[src/mtx_pkg.sv]
// Purpose: Shared constants for the transfer and arithmetic execution datapath
// Assumes: 8-bit data, 16-bit counter, one instruction issued per request
// Notes:   Operation codes are a local encoding presented by the decoder
package mtx_pkg;

    // Operation selector presented with each instruction
    typedef enum logic [4:0] {
        MTX_OP_NOP       = 5'h00,
        MTX_OP_LDI       = 5'h01,  // Immediate into working register
        MTX_OP_STM       = 5'h02,  // Working register into memory
        MTX_OP_LDM       = 5'h03,  // Memory into working register
        MTX_OP_LDIO      = 5'h04,  // IO register into working register
        MTX_OP_STIO      = 5'h05,  // Working register into IO register
        MTX_OP_CNT_RD    = 5'h06,  // Counter into memory word
        MTX_OP_CNT_WR    = 5'h07,  // Memory word into counter
        MTX_OP_IDX_LD    = 5'h08,  // Indirect load
        MTX_OP_IDX_ST    = 5'h09,  // Indirect store
        MTX_OP_XCH       = 5'h0A,  // Exchange with memory
        MTX_OP_SAVE      = 5'h0B,  // Context save
        MTX_OP_RESTORE   = 5'h0C,  // Context restore
        MTX_OP_ADD_AI    = 5'h0D,
        MTX_OP_ADD_AM    = 5'h0E,
        MTX_OP_ADD_MA    = 5'h0F,
        MTX_OP_ADDC_AM   = 5'h10,
        MTX_OP_ADDC_MA   = 5'h11,
        MTX_OP_ADDC_A    = 5'h12,
        MTX_OP_ADDC_M    = 5'h13,
        MTX_OP_SUB_AI    = 5'h14,
        MTX_OP_SUB_AM    = 5'h15,
        MTX_OP_SUB_MA    = 5'h16
    } mtx_op_t;

    // Sequencer states, one-hot
    typedef enum logic [3:0] {
        MTX_ST_IDLE  = 4'h1,
        MTX_ST_PTR   = 4'h2,  // Pointer word arrives
        MTX_ST_DATA  = 4'h4,  // Indirect load data arrives
        MTX_ST_WRITE = 4'h8   // Indirect store third cycle
    } mtx_state_t;

    // Condition register layout and reset values
    localparam int          MTX_FLAG_NULL   = 0;
    localparam int          MTX_FLAG_BORROW = 1;
    localparam int          MTX_FLAG_HALF   = 2;
    localparam int          MTX_FLAG_RANGE  = 3;
    localparam logic [3:0]  MTX_FLAG_UPPER  = 4'hF;
    localparam logic [3:0]  MTX_FLAG_RESET  = 4'h0;
    localparam logic [7:0]  MTX_ACC_RESET   = 8'h00;
    localparam logic [7:0]  MTX_SP_RESET    = 8'h00;
    localparam logic [15:0] MTX_CNT_RESET   = 16'h0000;

    // Operand address limits and stack step
    localparam logic [7:0]  MTX_WORD_LIMIT  = 8'h1F;
    localparam logic [7:0]  MTX_BIT_LIMIT   = 8'h0F;
    localparam logic [7:0]  MTX_SP_STEP     = 8'h02;

endpackage : mtx_pkg

[src/mtx_exec.sv]
// Purpose: Execution datapath for data transfer and add/subtract instructions
// Assumes: Memory reads answer in the same cycle as the registered read strobe
// Notes:   Every output except busy comes from a flip-flop; memory word = two bytes, low first
`timescale 1ns/1ns

// Behaviour
// - Null bit set when result is zero
// - Borrow bit is carry or unsigned borrow
// - Half bit is low nibble carry or borrow
// - Range bit flags signed overflow
// - Word operands only at addresses 0..0x1F
// - Bit operands only at addresses 0..0xF (not checked in this block)
// - Immediate load keeps all condition bits
// - Stores copy value, flags untouched
// - Memory and IO loads update null bit only; indirect load keeps all bits
// - Counter read writes count to word
// - Counter write loads count from word
// - Indirect load fetches through pointer word
// - Indirect store takes three cycles
// - Exchange swaps register and memory byte
// - Save writes pair, stack up two
// - Restore: stack down two, reload pair
// - Add updates all four bits
// - Add with carry sums three terms
// - Single operand add adds carry only
// - Subtract adds two's complement operand
// - Memory minus register back to memory
// - Flag layout, upper nibble reads ones
module mtx_exec (
    input  wire logic            sys_clk,
    input  wire logic            rst,
    input  wire logic            op_valid,      // Instruction present this cycle
    input  wire mtx_pkg::mtx_op_t op_code,      // Operation selector
    input  wire logic [7:0]      op_addr,       // Memory or IO operand address
    input  wire logic [7:0]      op_imm,        // Immediate operand
    input  wire logic [7:0]      mem_rdata,     // Memory read data, cycle after read
    input  wire logic [15:0]     mem_wrdata_w,  // Word operand read data (low byte low)
    input  wire logic [7:0]      io_rdata,      // IO read data, same cycle as address
    input  wire logic [7:0]      sp_wdata,      // Software write value for the stack index
    input  wire logic            sp_we,         // Software write of the stack index
    output logic                 busy,          // Sequencer holds off further issue
    output logic                 op_done,       // Instruction retired pulse
    output logic                 addr_err,      // Word operand outside allowed range
    output logic [7:0]           mem_addr,      // Memory address
    output logic                 mem_rd,        // Memory read strobe
    output logic                 mem_wr,        // Memory write strobe (byte)
    output logic                 mem_wr2,       // Memory pair write strobe (two bytes)
    output logic [15:0]          mem_wdata,     // Write data, low byte first
    output logic [7:0]           io_addr,       // IO register address
    output logic                 io_wr,         // IO write strobe
    output logic [7:0]           io_wdata,      // IO write data
    output logic [7:0]           working_register,
    output logic [7:0]           flag_reg,      // Condition register view
    output logic [7:0]           stack_top_index,
    output logic [15:0]          sixteen_bit_counter
);
    import mtx_pkg::*;

    // Architectural state
    logic [7:0]  acc_q;           // Working register
    logic [3:0]  flg_q;           // Condition bits
    logic [7:0]  sp_q;            // Stack index
    logic [15:0] cnt_q;           // Counter image
    mtx_state_t  st_q;            // Sequencer for indirect moves
    mtx_op_t     pend_op_q;       // Operation awaiting memory data
    logic [7:0]  pend_addr_q;     // Its operand address
    logic        pend_q;          // One-cycle operation waiting on memory data
    logic [7:0]  ptr_q;           // Indirect target captured from pointer word

    // Operand decoding
    wire logic is_word   = op_code == MTX_OP_CNT_RD || op_code == MTX_OP_CNT_WR
                        || op_code == MTX_OP_IDX_LD || op_code == MTX_OP_IDX_ST;
    wire logic word_bad  = op_valid && is_word && (op_addr > MTX_WORD_LIMIT);
    wire logic issue     = op_valid && !busy && !word_bad;
    wire logic mem_src   = op_code inside {MTX_OP_LDM, MTX_OP_XCH, MTX_OP_ADD_AM, MTX_OP_ADD_MA,
                                           MTX_OP_ADDC_AM, MTX_OP_ADDC_MA, MTX_OP_ADDC_M,
                                           MTX_OP_SUB_AM, MTX_OP_SUB_MA, MTX_OP_RESTORE, MTX_OP_CNT_WR};

    // ALU, evaluated in the cycle the memory data arrive (or at issue for immediate forms)
    mtx_op_t     alu_op;
    logic [7:0]  alu_a;
    logic [7:0]  alu_b;
    logic        alu_cin;
    logic        alu_sub;
    logic [8:0]  sum9;
    logic [4:0]  sum5;
    logic [7:0]  res;
    logic        c_out;
    logic        h_out;
    logic        v_out;

    assign alu_op = pend_q ? pend_op_q : op_code;

    // Operand choice; subtraction feeds the inverted subtrahend with carry in of one
    always_comb
    begin
        alu_a   = acc_q;
        alu_b   = pend_q ? mem_rdata : op_imm;
        alu_cin = 1'b0;
        alu_sub = 1'b0;
        case (alu_op)
            MTX_OP_ADDC_AM, MTX_OP_ADDC_MA:
            begin
                alu_cin = flg_q[MTX_FLAG_BORROW];
            end
            MTX_OP_ADDC_A:
            begin
                alu_b   = 8'h00;
                alu_cin = flg_q[MTX_FLAG_BORROW];
            end
            MTX_OP_ADDC_M:
            begin
                alu_a   = mem_rdata;
                alu_b   = 8'h00;
                alu_cin = flg_q[MTX_FLAG_BORROW];
            end
            MTX_OP_SUB_AI, MTX_OP_SUB_AM:
            begin
                alu_b   = ~alu_b;
                alu_cin = 1'b1;
                alu_sub = 1'b1;
            end
            MTX_OP_SUB_MA:
            begin
                alu_a   = mem_rdata;
                alu_b   = ~acc_q;
                alu_cin = 1'b1;
                alu_sub = 1'b1;
            end
            default:
            begin
                alu_sub = 1'b0;
            end
        endcase
    end

    // Sum with carries from bit 3 and bit 7; borrow is the inverted carry on subtraction
    assign sum9  = {1'b0, alu_a} + {1'b0, alu_b} + {8'h00, alu_cin};
    assign sum5  = {1'b0, alu_a[3:0]} + {1'b0, alu_b[3:0]} + {4'h0, alu_cin};
    assign res   = sum9[7:0];
    assign c_out = sum9[8] ^ alu_sub;
    assign h_out = sum5[4] ^ alu_sub;
    assign v_out = (alu_a[7] == alu_b[7]) && (res[7] != alu_a[7]);

    // All four bits from the arithmetic result
    wire logic [3:0] arith_flags = {v_out, h_out, c_out, res == 8'h00};

    // Next state of the working register and condition bits
    logic [7:0] acc_d;
    logic [3:0] flg_d;
    always_comb
    begin
        acc_d = acc_q;
        flg_d = flg_q;
        if (issue && op_code == MTX_OP_LDI)
        begin
            acc_d = op_imm;
        end
        else if (issue && op_code inside {MTX_OP_ADD_AI, MTX_OP_SUB_AI})
        begin
            acc_d = res;
            flg_d = arith_flags;
        end
        else if (issue && op_code == MTX_OP_ADDC_A)
        begin
            acc_d = res;
            flg_d = arith_flags;
        end
        else if (issue && op_code == MTX_OP_LDIO)
        begin
            acc_d = io_rdata;
            flg_d[MTX_FLAG_NULL] = io_rdata == 8'h00;
        end
        else if (pend_q)
        begin
            case (pend_op_q)
                MTX_OP_LDM:
                begin
                    acc_d = mem_rdata;
                    flg_d[MTX_FLAG_NULL] = mem_rdata == 8'h00;
                end
                MTX_OP_XCH:
                begin
                    acc_d = mem_rdata;
                end
                MTX_OP_RESTORE:
                begin
                    acc_d = mem_wrdata_w[7:0];
                    flg_d = mem_wrdata_w[11:8];
                end
                MTX_OP_ADD_AM, MTX_OP_ADDC_AM, MTX_OP_SUB_AM:
                begin
                    acc_d = res;
                    flg_d = arith_flags;
                end
                MTX_OP_ADD_MA, MTX_OP_ADDC_MA, MTX_OP_ADDC_M, MTX_OP_SUB_MA:
                begin
                    flg_d = arith_flags;
                end
                default:
                begin
                    acc_d = acc_q;
                end
            endcase
        end
        else if (st_q == MTX_ST_DATA)
        begin
            acc_d = mem_rdata;
        end
    end

    // Sequencer; indirect moves need the pointer word first, one-cycle forms complete directly
    always_ff @(posedge sys_clk)
    begin
        if (rst)
        begin
            st_q <= MTX_ST_IDLE;
        end
        else
        begin
            case (st_q)
                MTX_ST_IDLE:
                begin
                    if (issue && op_code inside {MTX_OP_IDX_LD, MTX_OP_IDX_ST})
                        st_q <= MTX_ST_PTR;
                end
                MTX_ST_PTR:
                begin
                    st_q <= (pend_op_q == MTX_OP_IDX_ST) ? MTX_ST_WRITE : MTX_ST_DATA;
                end
                default:
                begin
                    st_q <= MTX_ST_IDLE;
                end
            endcase
        end
    end

    // Architectural registers
    always_ff @(posedge sys_clk)
    begin
        if (rst)
        begin
            acc_q       <= MTX_ACC_RESET;
            flg_q       <= MTX_FLAG_RESET;
            sp_q        <= MTX_SP_RESET;
            cnt_q       <= MTX_CNT_RESET;
            pend_q      <= 1'b0;
            pend_op_q   <= MTX_OP_NOP;
            pend_addr_q <= 8'h00;
            ptr_q       <= 8'h00;
        end
        else
        begin
            acc_q  <= acc_d;
            flg_q  <= flg_d;
            pend_q <= issue && mem_src;
            if (issue)
            begin
                pend_op_q   <= op_code;
                pend_addr_q <= op_addr;
            end
            if (st_q == MTX_ST_PTR)
                ptr_q <= mem_wrdata_w[7:0];     // High byte of a pointer word is dropped
            // Software write of the stack index wins; bit 0 is left to software
            if (sp_we)
                sp_q <= sp_wdata;
            else if (issue && op_code == MTX_OP_SAVE)
                sp_q <= sp_q + MTX_SP_STEP;
            else if (issue && op_code == MTX_OP_RESTORE)
                sp_q <= sp_q - MTX_SP_STEP;
            if (pend_q && pend_op_q == MTX_OP_CNT_WR)
                cnt_q <= mem_wrdata_w;
        end
    end

    // Bus outputs, all registered
    always_ff @(posedge sys_clk)
    begin
        if (rst)
        begin
            mem_addr  <= 8'h00;
            mem_rd    <= 1'b0;
            mem_wr    <= 1'b0;
            mem_wr2   <= 1'b0;
            mem_wdata <= 16'h0000;
            io_addr   <= 8'h00;
            io_wr     <= 1'b0;
            io_wdata  <= 8'h00;
            op_done   <= 1'b0;
            addr_err  <= 1'b0;
        end
        else
        begin
            mem_rd   <= 1'b0;
            mem_wr   <= 1'b0;
            mem_wr2  <= 1'b0;
            io_wr    <= 1'b0;
            op_done  <= 1'b0;
            addr_err <= word_bad;
            io_addr  <= op_addr;
            if (issue)
            begin
                // Restore reads at the decreased index
                mem_addr <= (op_code == MTX_OP_RESTORE) ? sp_q - MTX_SP_STEP
                          : (op_code == MTX_OP_SAVE) ? sp_q : op_addr;
                mem_rd   <= mem_src || op_code inside {MTX_OP_CNT_WR, MTX_OP_IDX_LD, MTX_OP_IDX_ST};
                mem_wr   <= op_code == MTX_OP_STM;
                mem_wr2  <= op_code inside {MTX_OP_SAVE, MTX_OP_CNT_RD};
                mem_wdata <= (op_code == MTX_OP_SAVE) ? {MTX_FLAG_UPPER, flg_q, acc_q}
                           : (op_code == MTX_OP_CNT_RD) ? cnt_q : {8'h00, acc_q};
                io_wr    <= op_code == MTX_OP_STIO;
                io_wdata <= acc_q;
                op_done  <= !(mem_src || op_code inside {MTX_OP_CNT_WR, MTX_OP_IDX_LD, MTX_OP_IDX_ST});
            end
            else if (pend_q)
            begin
                // Memory-destination results and exchange write back the same address
                mem_addr  <= pend_addr_q;
                mem_wr    <= pend_op_q inside {MTX_OP_XCH, MTX_OP_ADD_MA, MTX_OP_ADDC_MA,
                                               MTX_OP_ADDC_M, MTX_OP_SUB_MA};
                mem_wdata <= {8'h00, (pend_op_q == MTX_OP_XCH) ? acc_q : res};
                op_done   <= 1'b1;
            end
            else if (st_q == MTX_ST_PTR)
            begin
                mem_addr <= mem_wrdata_w[7:0];
                mem_rd   <= pend_op_q == MTX_OP_IDX_LD;
                mem_wr   <= pend_op_q == MTX_OP_IDX_ST;
                mem_wdata <= {8'h00, acc_q};
            end
            else if (st_q == MTX_ST_DATA || st_q == MTX_ST_WRITE)
            begin
                op_done <= 1'b1;
            end
        end
    end

    // Memory-source operations occupy a second cycle waiting on read data
    assign busy             = pend_q || st_q != MTX_ST_IDLE;
    assign working_register = acc_q;
    assign flag_reg         = {MTX_FLAG_UPPER, flg_q};
    assign stack_top_index  = sp_q;
    assign sixteen_bit_counter = cnt_q;

    // Bit operands are outside this block; the limit is only held on an unused internal wire
    wire logic [7:0] bit_limit_unused = MTX_BIT_LIMIT;

    // Assertions
    upper_ones_a: assert property (@(posedge sys_clk) disable iff (rst)
        flag_reg[7:4] == 4'hF) else $error("upper flag bits not one");
    ldi_keep_a: assert property (@(posedge sys_clk) disable iff (rst)
        issue && op_code == MTX_OP_LDI |=> acc_q == $past(op_imm) && flg_q == $past(flg_q))
        else $error("immediate load wrong");
    save_step_a: assert property (@(posedge sys_clk) disable iff (rst)
        issue && op_code == MTX_OP_SAVE && !sp_we |=> sp_q == $past(sp_q) + 8'h02)
        else $error("save step wrong");
    restore_step_a: assert property (@(posedge sys_clk) disable iff (rst)
        issue && op_code == MTX_OP_RESTORE && !sp_we |=> sp_q == $past(sp_q) - 8'h02)
        else $error("restore step wrong");
    idx_two_a: assert property (@(posedge sys_clk) disable iff (rst)
        issue && op_code == MTX_OP_IDX_ST |=> ##1 mem_wr ##1 op_done)
        else $error("indirect store timing");
    word_range_a: assert property (@(posedge sys_clk) disable iff (rst)
        op_valid && is_word && op_addr > 8'h1F |=> addr_err && !mem_rd)
        else $error("word range not refused");
    zero_flag_a: assert property (@(posedge sys_clk) disable iff (rst)
        issue && op_code == MTX_OP_ADD_AI |=> flg_q[0] == (acc_q == 8'h00))
        else $error("null bit wrong");
    store_flags_a: assert property (@(posedge sys_clk) disable iff (rst)
        issue && op_code inside {MTX_OP_STM, MTX_OP_STIO} |=> $stable(flg_q))
        else $error("store changed flags");
endmodule : mtx_exec

[config.mk]
export PLATFORM = sky130hd
export DESIGN_NAME = mtx_exec
export DESIGN_NICKNAME = d
export VERILOG_FILES = /design/src/mtx_pkg.sv /design/src/mtx_exec.sv
export SDC_FILE = /design/constraint.sdc
export NUM_CORES = 1
export LEC_CHECK = 0
export ABC_AREA = 1
export BUFFER_PORTS_ARGS = -buffer_cell sky130_fd_sc_hd__buf_4
export CAP_MARGIN = 30
export CORE_AREA = 2 2 111 113
export DETAILED_ROUTE_END_ITERATION = 10
export DIE_AREA = 0 0 113 115
export HOLD_SLACK_MARGIN = 0.15
export PLACE_DENSITY = 0.79
export SETUP_SLACK_MARGIN = 0.4
export SYNTH_ARGS = -nofsm -noshare
export SYNTH_HDL_FRONTEND = slang
export SYNTH_SLANG_ARGS = --single-unit
[constraint.sdc]
create_clock -name sys_clk -period 3.85 [get_ports sys_clk]
set_input_delay 0.385 -clock sys_clk [delete_from_list [all_inputs] [get_ports sys_clk]]
set_output_delay 0.385 -clock sys_clk [all_outputs]
set_load 0.02 [all_outputs]
Yosys cells after proc, flatten, opt, wreduce, memory -nomap -nowiden --
Index checks and enable logic that the tools add are counted.
Operators by class: add/subtract/negate cells 6, $lt $le $gt $ge 1, equality and inequality tests 52, multiplexer cells 47, bitwise operators 6, reductions and logical operators 51
Operators with widths (number):
- 2-to-1 mux 8 bit | 17
- == test 5 bit, second input constant | 19
- 2-to-1 mux 16 bit | 5
- == test 5 x 4 -> 1 bit, second input constant | 14
- one-hot mux 8 bit (3 select lines) | 2
- == test 5 x 3 -> 1 bit, second input constant | 5
- logical NOT 8 bit | 3
- 2-to-1 mux 4 bit | 5
- NOT 8 bit | 2
- == test 5 x 2 -> 1 bit, second input constant | 3
- logical AND 1 bit | 14
- 2-to-1 mux 1 bit | 12
- nonzero test 3 bit | 4
- nonzero test 6 bit | 2
- nonzero test 11 bit | 1
- OR reduction 2 bit | 5
- adder 8 x 8 -> 9 bit | 1
- adder 9 x 1 -> 9 bit | 1
- adder 8 x 2 -> 8 bit, second input constant | 1
- greater-than comparator 8 x 5 -> 1 bit, second input constant | 1
- != test 8 x 2 -> 1 bit, second input constant | 1
- one-hot mux 4 bit (2 select lines) | 1
- nonzero test 4 bit | 2
- subtractor 8 x 2 -> 8 bit, second input constant | 1
- other kinds (29) | 41
Storage, ports and cells: register bits after elaboration 100, bits of input ports 65, output and inout bits 87

Longest topological paths before layout --
word-level depth 13, depth in mapped cells 24, mapped depth without buffers 22

Worst setup path before layout --
Ideal clock, no wire load.
kind flip-flop to flip-flop, from register pend_q, to register acc_q[6] (netlist: working_register[6]), library setup time 70 ps, data arrival time 3192 ps, slack 588 ps, stages on the path, launching flop included 23, path buffers 2, clock period less this slack 3262 ps, path through dfxtp_1 buf_4 nand2_1 o21ai_1 nor3b_4 nand2_4 nand2_4 buf_4 nor2_1 a21oi_1 fa_1 inv_1 fa_1 nand3b_1 nand2_1 nand2_1 nand3_1 nand2_1 o21ai_0 nand2_1 nand2_1 nand2_1 a21oi_1
On the way: longest elaborated chain between the ends 12, elaborated cells on any way between the ends 37
RTL lines:
- start, declared | RTL line mtx_exec.sv:67 | logic pend_q;
- start signal, assigned | RTL line mtx_exec.sv:257 | pend_q <= issue && mem_src;
- 2-to-1 mux 5 bit | RTL line mtx_exec.sv:92 | assign alu_op = pend_q ? pend_op_q : op_code;
- == test 5 bit | RTL line mtx_exec.sv:101 | case (alu_op)
- OR reduction 2 bit
- one-hot mux 8 bit (3 select lines) or 2-to-1 mux 8 bit (tied branches) | RTL line mtx_exec.sv:101
- adder 8 x 8 -> 9 bit | RTL line mtx_exec.sv:138 | assign sum9 = {1'b0, alu_a} + {1'b0, alu_b} + {8'h00, alu_cin};
- adder 9 x 1 -> 9 bit | RTL line mtx_exec.sv:138
- one-hot mux 8 bit (3 select lines) | RTL line mtx_exec.sv:176 | case (pend_op_q)
- 2-to-1 mux 8 bit | RTL line mtx_exec.sv:174 | else if (pend_q)
- 2-to-1 mux 8 bit | RTL line mtx_exec.sv:169 | else if (issue && op_code == MTX_OP_LDIO)
- 2-to-1 mux 8 bit | RTL line mtx_exec.sv:164 | else if (issue && op_code == MTX_OP_ADDC_A)
- 2-to-1 mux 8 bit | RTL line mtx_exec.sv:159 | else if (issue && op_code inside {MTX_OP_ADD_AI, MTX_OP_SUB_AI})
- 2-to-1 mux 8 bit | RTL line mtx_exec.sv:155 | if (issue && op_code == MTX_OP_LDI)
- end signal, assigned | RTL line mtx_exec.sv:244 | acc_q <= MTX_ACC_RESET;
- end signal, assigned | RTL line mtx_exec.sv:255 | acc_q <= acc_d;
- end, declared | RTL line mtx_exec.sv:60 | logic [7:0] acc_q;
Several ways; a longest one is shown, not always the timed one. A chain may end at the register's enable or synchronous reset.

Final worst setup path --
from register pend_q, to register acc_q[7] (netlist: working_register[7])
The elaborated chain is that of the path after synthesis.

==> flow_summary.toml <==
[timing]
period_needed_ns = 3.28
setup_ws_ns = 0.571
clock_skew_ns = 0.00795
worst_pin_slew_ns = 0.627
grt_setup_unrepaired = "true"
finalMaxSlewViolations = 0
hold_viol = 0
max_freq_ghz = 0.305
slew_headroom_pct = 58.2
setup_tns_ns = 0
min_period_over_period_pct = 85.2
setup_viol = 0

[setup_path]
crit_path_frequent_cell = "nand2_1"
end_kind = "register"
cp_top_family = "simple AND/OR/NAND/NOR gates"
rr_startpoint = "pend_q$_SDFF_PP0_"
crit_path_max_incr_delay_ns = 0.43
cp_slowest_cell = "dfxtp_4"
r2r-end = "working_register[7]$_SDFFE_PP0P_"
critPathLaunchType = "register"
cp_max_fo = 12
critPathCapture = "working_register[7]$_SDFFE_PP0P_"
startpoint = "pend_q$_SDFF_PP0_"
r2r_setup_slack_ns = 0.57
critical_path_class = "register to register"
crit_cells = 21
path_cells = "nand2_1 -> o21ai_1 -> buf_6 -> inv_2 -> nand4_1 -> nand2_4 -> buf_4 -> nand2_1 -> o21ai_0 -> ha_1 -> a21oi_1 -> nor2_1 -> nor2_1 -> nand2_1 -> nand2_1 -> nand2_1 -> o21ai_1 -> nand2_1 -> nand2_1 -> nand2_1 -> a21oi_1"
crit_buf_inv = 3
critPathRequiredTime_ns = 4.14
critPathArrivalTime_ns = 3.56
reg2regPathDepth = 21

[power]
p_per_area_nw_per_um2 = 379
p_leak_nw = 3.68
peakVddDrop_mv = 0.206

[clocking]
clk-insertion-delay-late_ns = 0.35
cts_buffer_depth = 2
cts-root-buf = "clkbuf_16"
cts_made_buffers = 9
htreeDepth = 3
cts.sinks = 100
clkTransAtPathRegs_ns = 0.07
cts_tree = "built"

[yosys]
synth_edf_count = 0
synth.distinct_cells = 51
synth-main-ff-cell = "dfxtp_1"
synth_top_area_share_pct = 32.0
ys_top_cells_by_area = "dfxtp_1, nand2_1, o21ai_0"
yosysWarnings = 0
syn_inst = 950
ys_seq_elements = 100
seq_area_frac_synth_pct = 32.0
avgSynthCellArea_sq_um = 6.59
syn_area_sq_um = 6260
yosysTopAreaCell = "dfxtp_1"
ys_async_sr_fraction_pct = 0

[detailed_routing]
drc = 14
wl_mm = 21.8
drtIter0Drc = 801
drtAntennaViolNets = 0
drtPass1Iterations = 9
drt-vias-per-instance = 5.67
routedWlPerCell_um = 17.6
vias = 7002

[cells_and_area]
area_growth_pct = 24.9
layout-drive-gt1-share_pct = 22.4
n_antenna_cell = 0
nets = 1160
finalNonFillerCells = 1236

[global_routing]
grt_remaining_overflow = 0
grt_pass1_wl_mm = 34.2
antenna_found_initial = 0
grt_max_degree = 68
grt_pass1_vias = 6400
track_usage_pct = 33.5

[placement]
gp_congestion = 0.997
place_inst = 1211
hpwl_mm = 16.2
port_buffers = 147
pre_cts_ws_ns = 0.306

[die]
die_h_um = 115
fp.dieW_um = 113
num_rows = 40
io_pins = 152
die_area_sq_um = 13000
coreArea_sq_um = 11800
start_util_pct = 53.0

[job]
cap_viol_max_count = 0

[min_path]
hold_class = "input port to register"

[status]
violations = "design-rule violations"
outcome = "complete, but fails checks"
-- per-layer routing --
layer | vias up | GRT usage (%) | share of wire [%]
met5 | - | 0 | 0
met2 | 359 | 54.2 | 45
met4 | 0 | 14.4 | 3.8
met1 | 3170 | 44.6 | 42
met3 | 56 | 5.27 | 8.7
li1 | 3417 | - | -
-- power by group --
part	internal (mW)	switching, mW	total, mW
combinational	0.285	0.511	0.796
sequential	1.09	0.0618	1.16
clock	0.592	0.418	1.01
-- registers in the layout (all words and copies together), names as in the netlist --
name,cells
mem_rd,1
pend_q,1
op_done,1
addr_err,1
pend_op_q,5
pend_addr_q,8
io_wr,1
mem_wr,1
mem_wr2,1
mem_addr,8
io_addr,8
io_wdata,8
working_register,8
sixteen_bit_counter,16
st_q,4
stack_top_index,8
flg_q,4
mem_wdata,16
-- Yosys cell counts, drive strengths merged (3+ instances only) --
cell / count
dfxtp: 100
xor2: 9
inv: 96
or2: 3
nand3b: 7
o211ai: 11
clkbuf: 22
a31oi: 16
ha: 9
o21ai: 122
nor3: 8
nand3: 53
o31ai: 3
o22ai: 5
nor2: 105
a21oi: 81
buf: 22
nand2: 242
o221ai: 10
xnor2: 3
nand4: 8
-- kinds of logic after synthesis --
kind of cell             count (synthesis)  synth area share (%)
flip-flops                             100                  32.0
other                                    1                0.0599
adder cells (fa/ha/maj)                 11                  2.44
XOR/XNOR                                12                  1.68
AND/OR/NAND/NOR                        431                  30.9
multiplexers                             2                 0.320
buffers and inverters                  140                  9.82
AO/OA/AOI/OAI                          253                  22.8
-- final cells by class --
class | count | area (sq um)
Inverter | 96 | 365
Timing Repair Buffer | 164 | 1230
Multi-Input combinational cell | 713 | 3690
Clock inverter | 5 | 82.6
Clock buffer | 11 | 243
Fill cell | 1120 | 4000
Sequential cell | 100 | 2010
Tap cell | 147 | 184
-- worst register-to-register path, stage by stage (launching register included) --
cell and delay, ns:
dfxtp_4 0.43, nand2_1 0.08, o21ai_1 0.15, buf_6 0.21, inv_2 0.04, nand4_1 0.16
nand2_4 0.09, buf_4 0.18, nand2_1 0.06, o21ai_0 0.08, ha_1 0.36, a21oi_1 0.24
nor2_1 0.07, nor2_1 0.19, nand2_1 0.11, nand2_1 0.07, nand2_1 0.15, o21ai_1 0.17
nand2_1 0.11, nand2_1 0.07, nand2_1 0.07, a21oi_1 0.12
-- how the worst min path moves through the flow --
stage	cells past startpoint	slack, ns	startpoint	endpoint
after floorplan	2	0.42	pend_addr_q[4]$_SDFFE_PP0P_	pend_addr_q[4]$_SDFFE_PP0P_
after global placement	2	0.45	pend_addr_q[4]$_SDFFE_PP0P_	pend_addr_q[4]$_SDFFE_PP0P_
after detailed placement	2	0.44	pend_addr_q[4]$_SDFFE_PP0P_	pend_addr_q[4]$_SDFFE_PP0P_
after CTS	3	0.26	sp_wdata[0]	stack_top_index[0]$_SDFFE_PP0P_
after global routing	2	0.27	op_code[3]	io_wr$_SDFF_PP0_
final	3	0.27	op_addr[0]	io_addr[0]$_SDFF_PP0_
-- cells in the final DEF (no fill, tap or decap), drive strengths merged --
cell and instances:
nand2 242, buf 164, o21ai 122, nor2 105
dfxtp 100, inv 98, a21oi 81, nand3 53
a31oi 16, o211ai 11, clkbuf 11, o221ai 10
xor2 9, ha 9, nand4 8, nor3 8
nand3b 7, o22ai 5, conb 4, or2 3
xnor2 3, o31ai 3, mux2i 2, nor4 2
a211oi 2, fa 2, bufinv 2, a21o 1
o2111ai 1, o311ai 1, and3 1, and2 1
nor3b 1, clkinv 1
-- repair_timing --
action,in CTS,in global routing
hold buffers,0,0
setup buffers,0,9
gates resized for setup,1,19
endpoints found under the setup margin,5,9
pin swaps,0,5
endpoints found under the hold margin,0,0
-- metrics by stage --
step / hold WS, ns / power, mW / utilization (%) / area [sq um]
final: 0.268 / 2.96 / 66.1 / 7810
after global routing: 0.273 / 3.08 / 66.1 / 7810
after CTS: 0.256 / 2.94 / 65.1 / 7690
after detailed placement: 0.443 / 1.94 / 62.4 / 7370
after global placement: 0.446 / 1.94 / 62.4 / 7370
after floorplan: 0.425 / 1.67 / - / 6270
No activity file was read; power rests on OpenSTA's default activity.
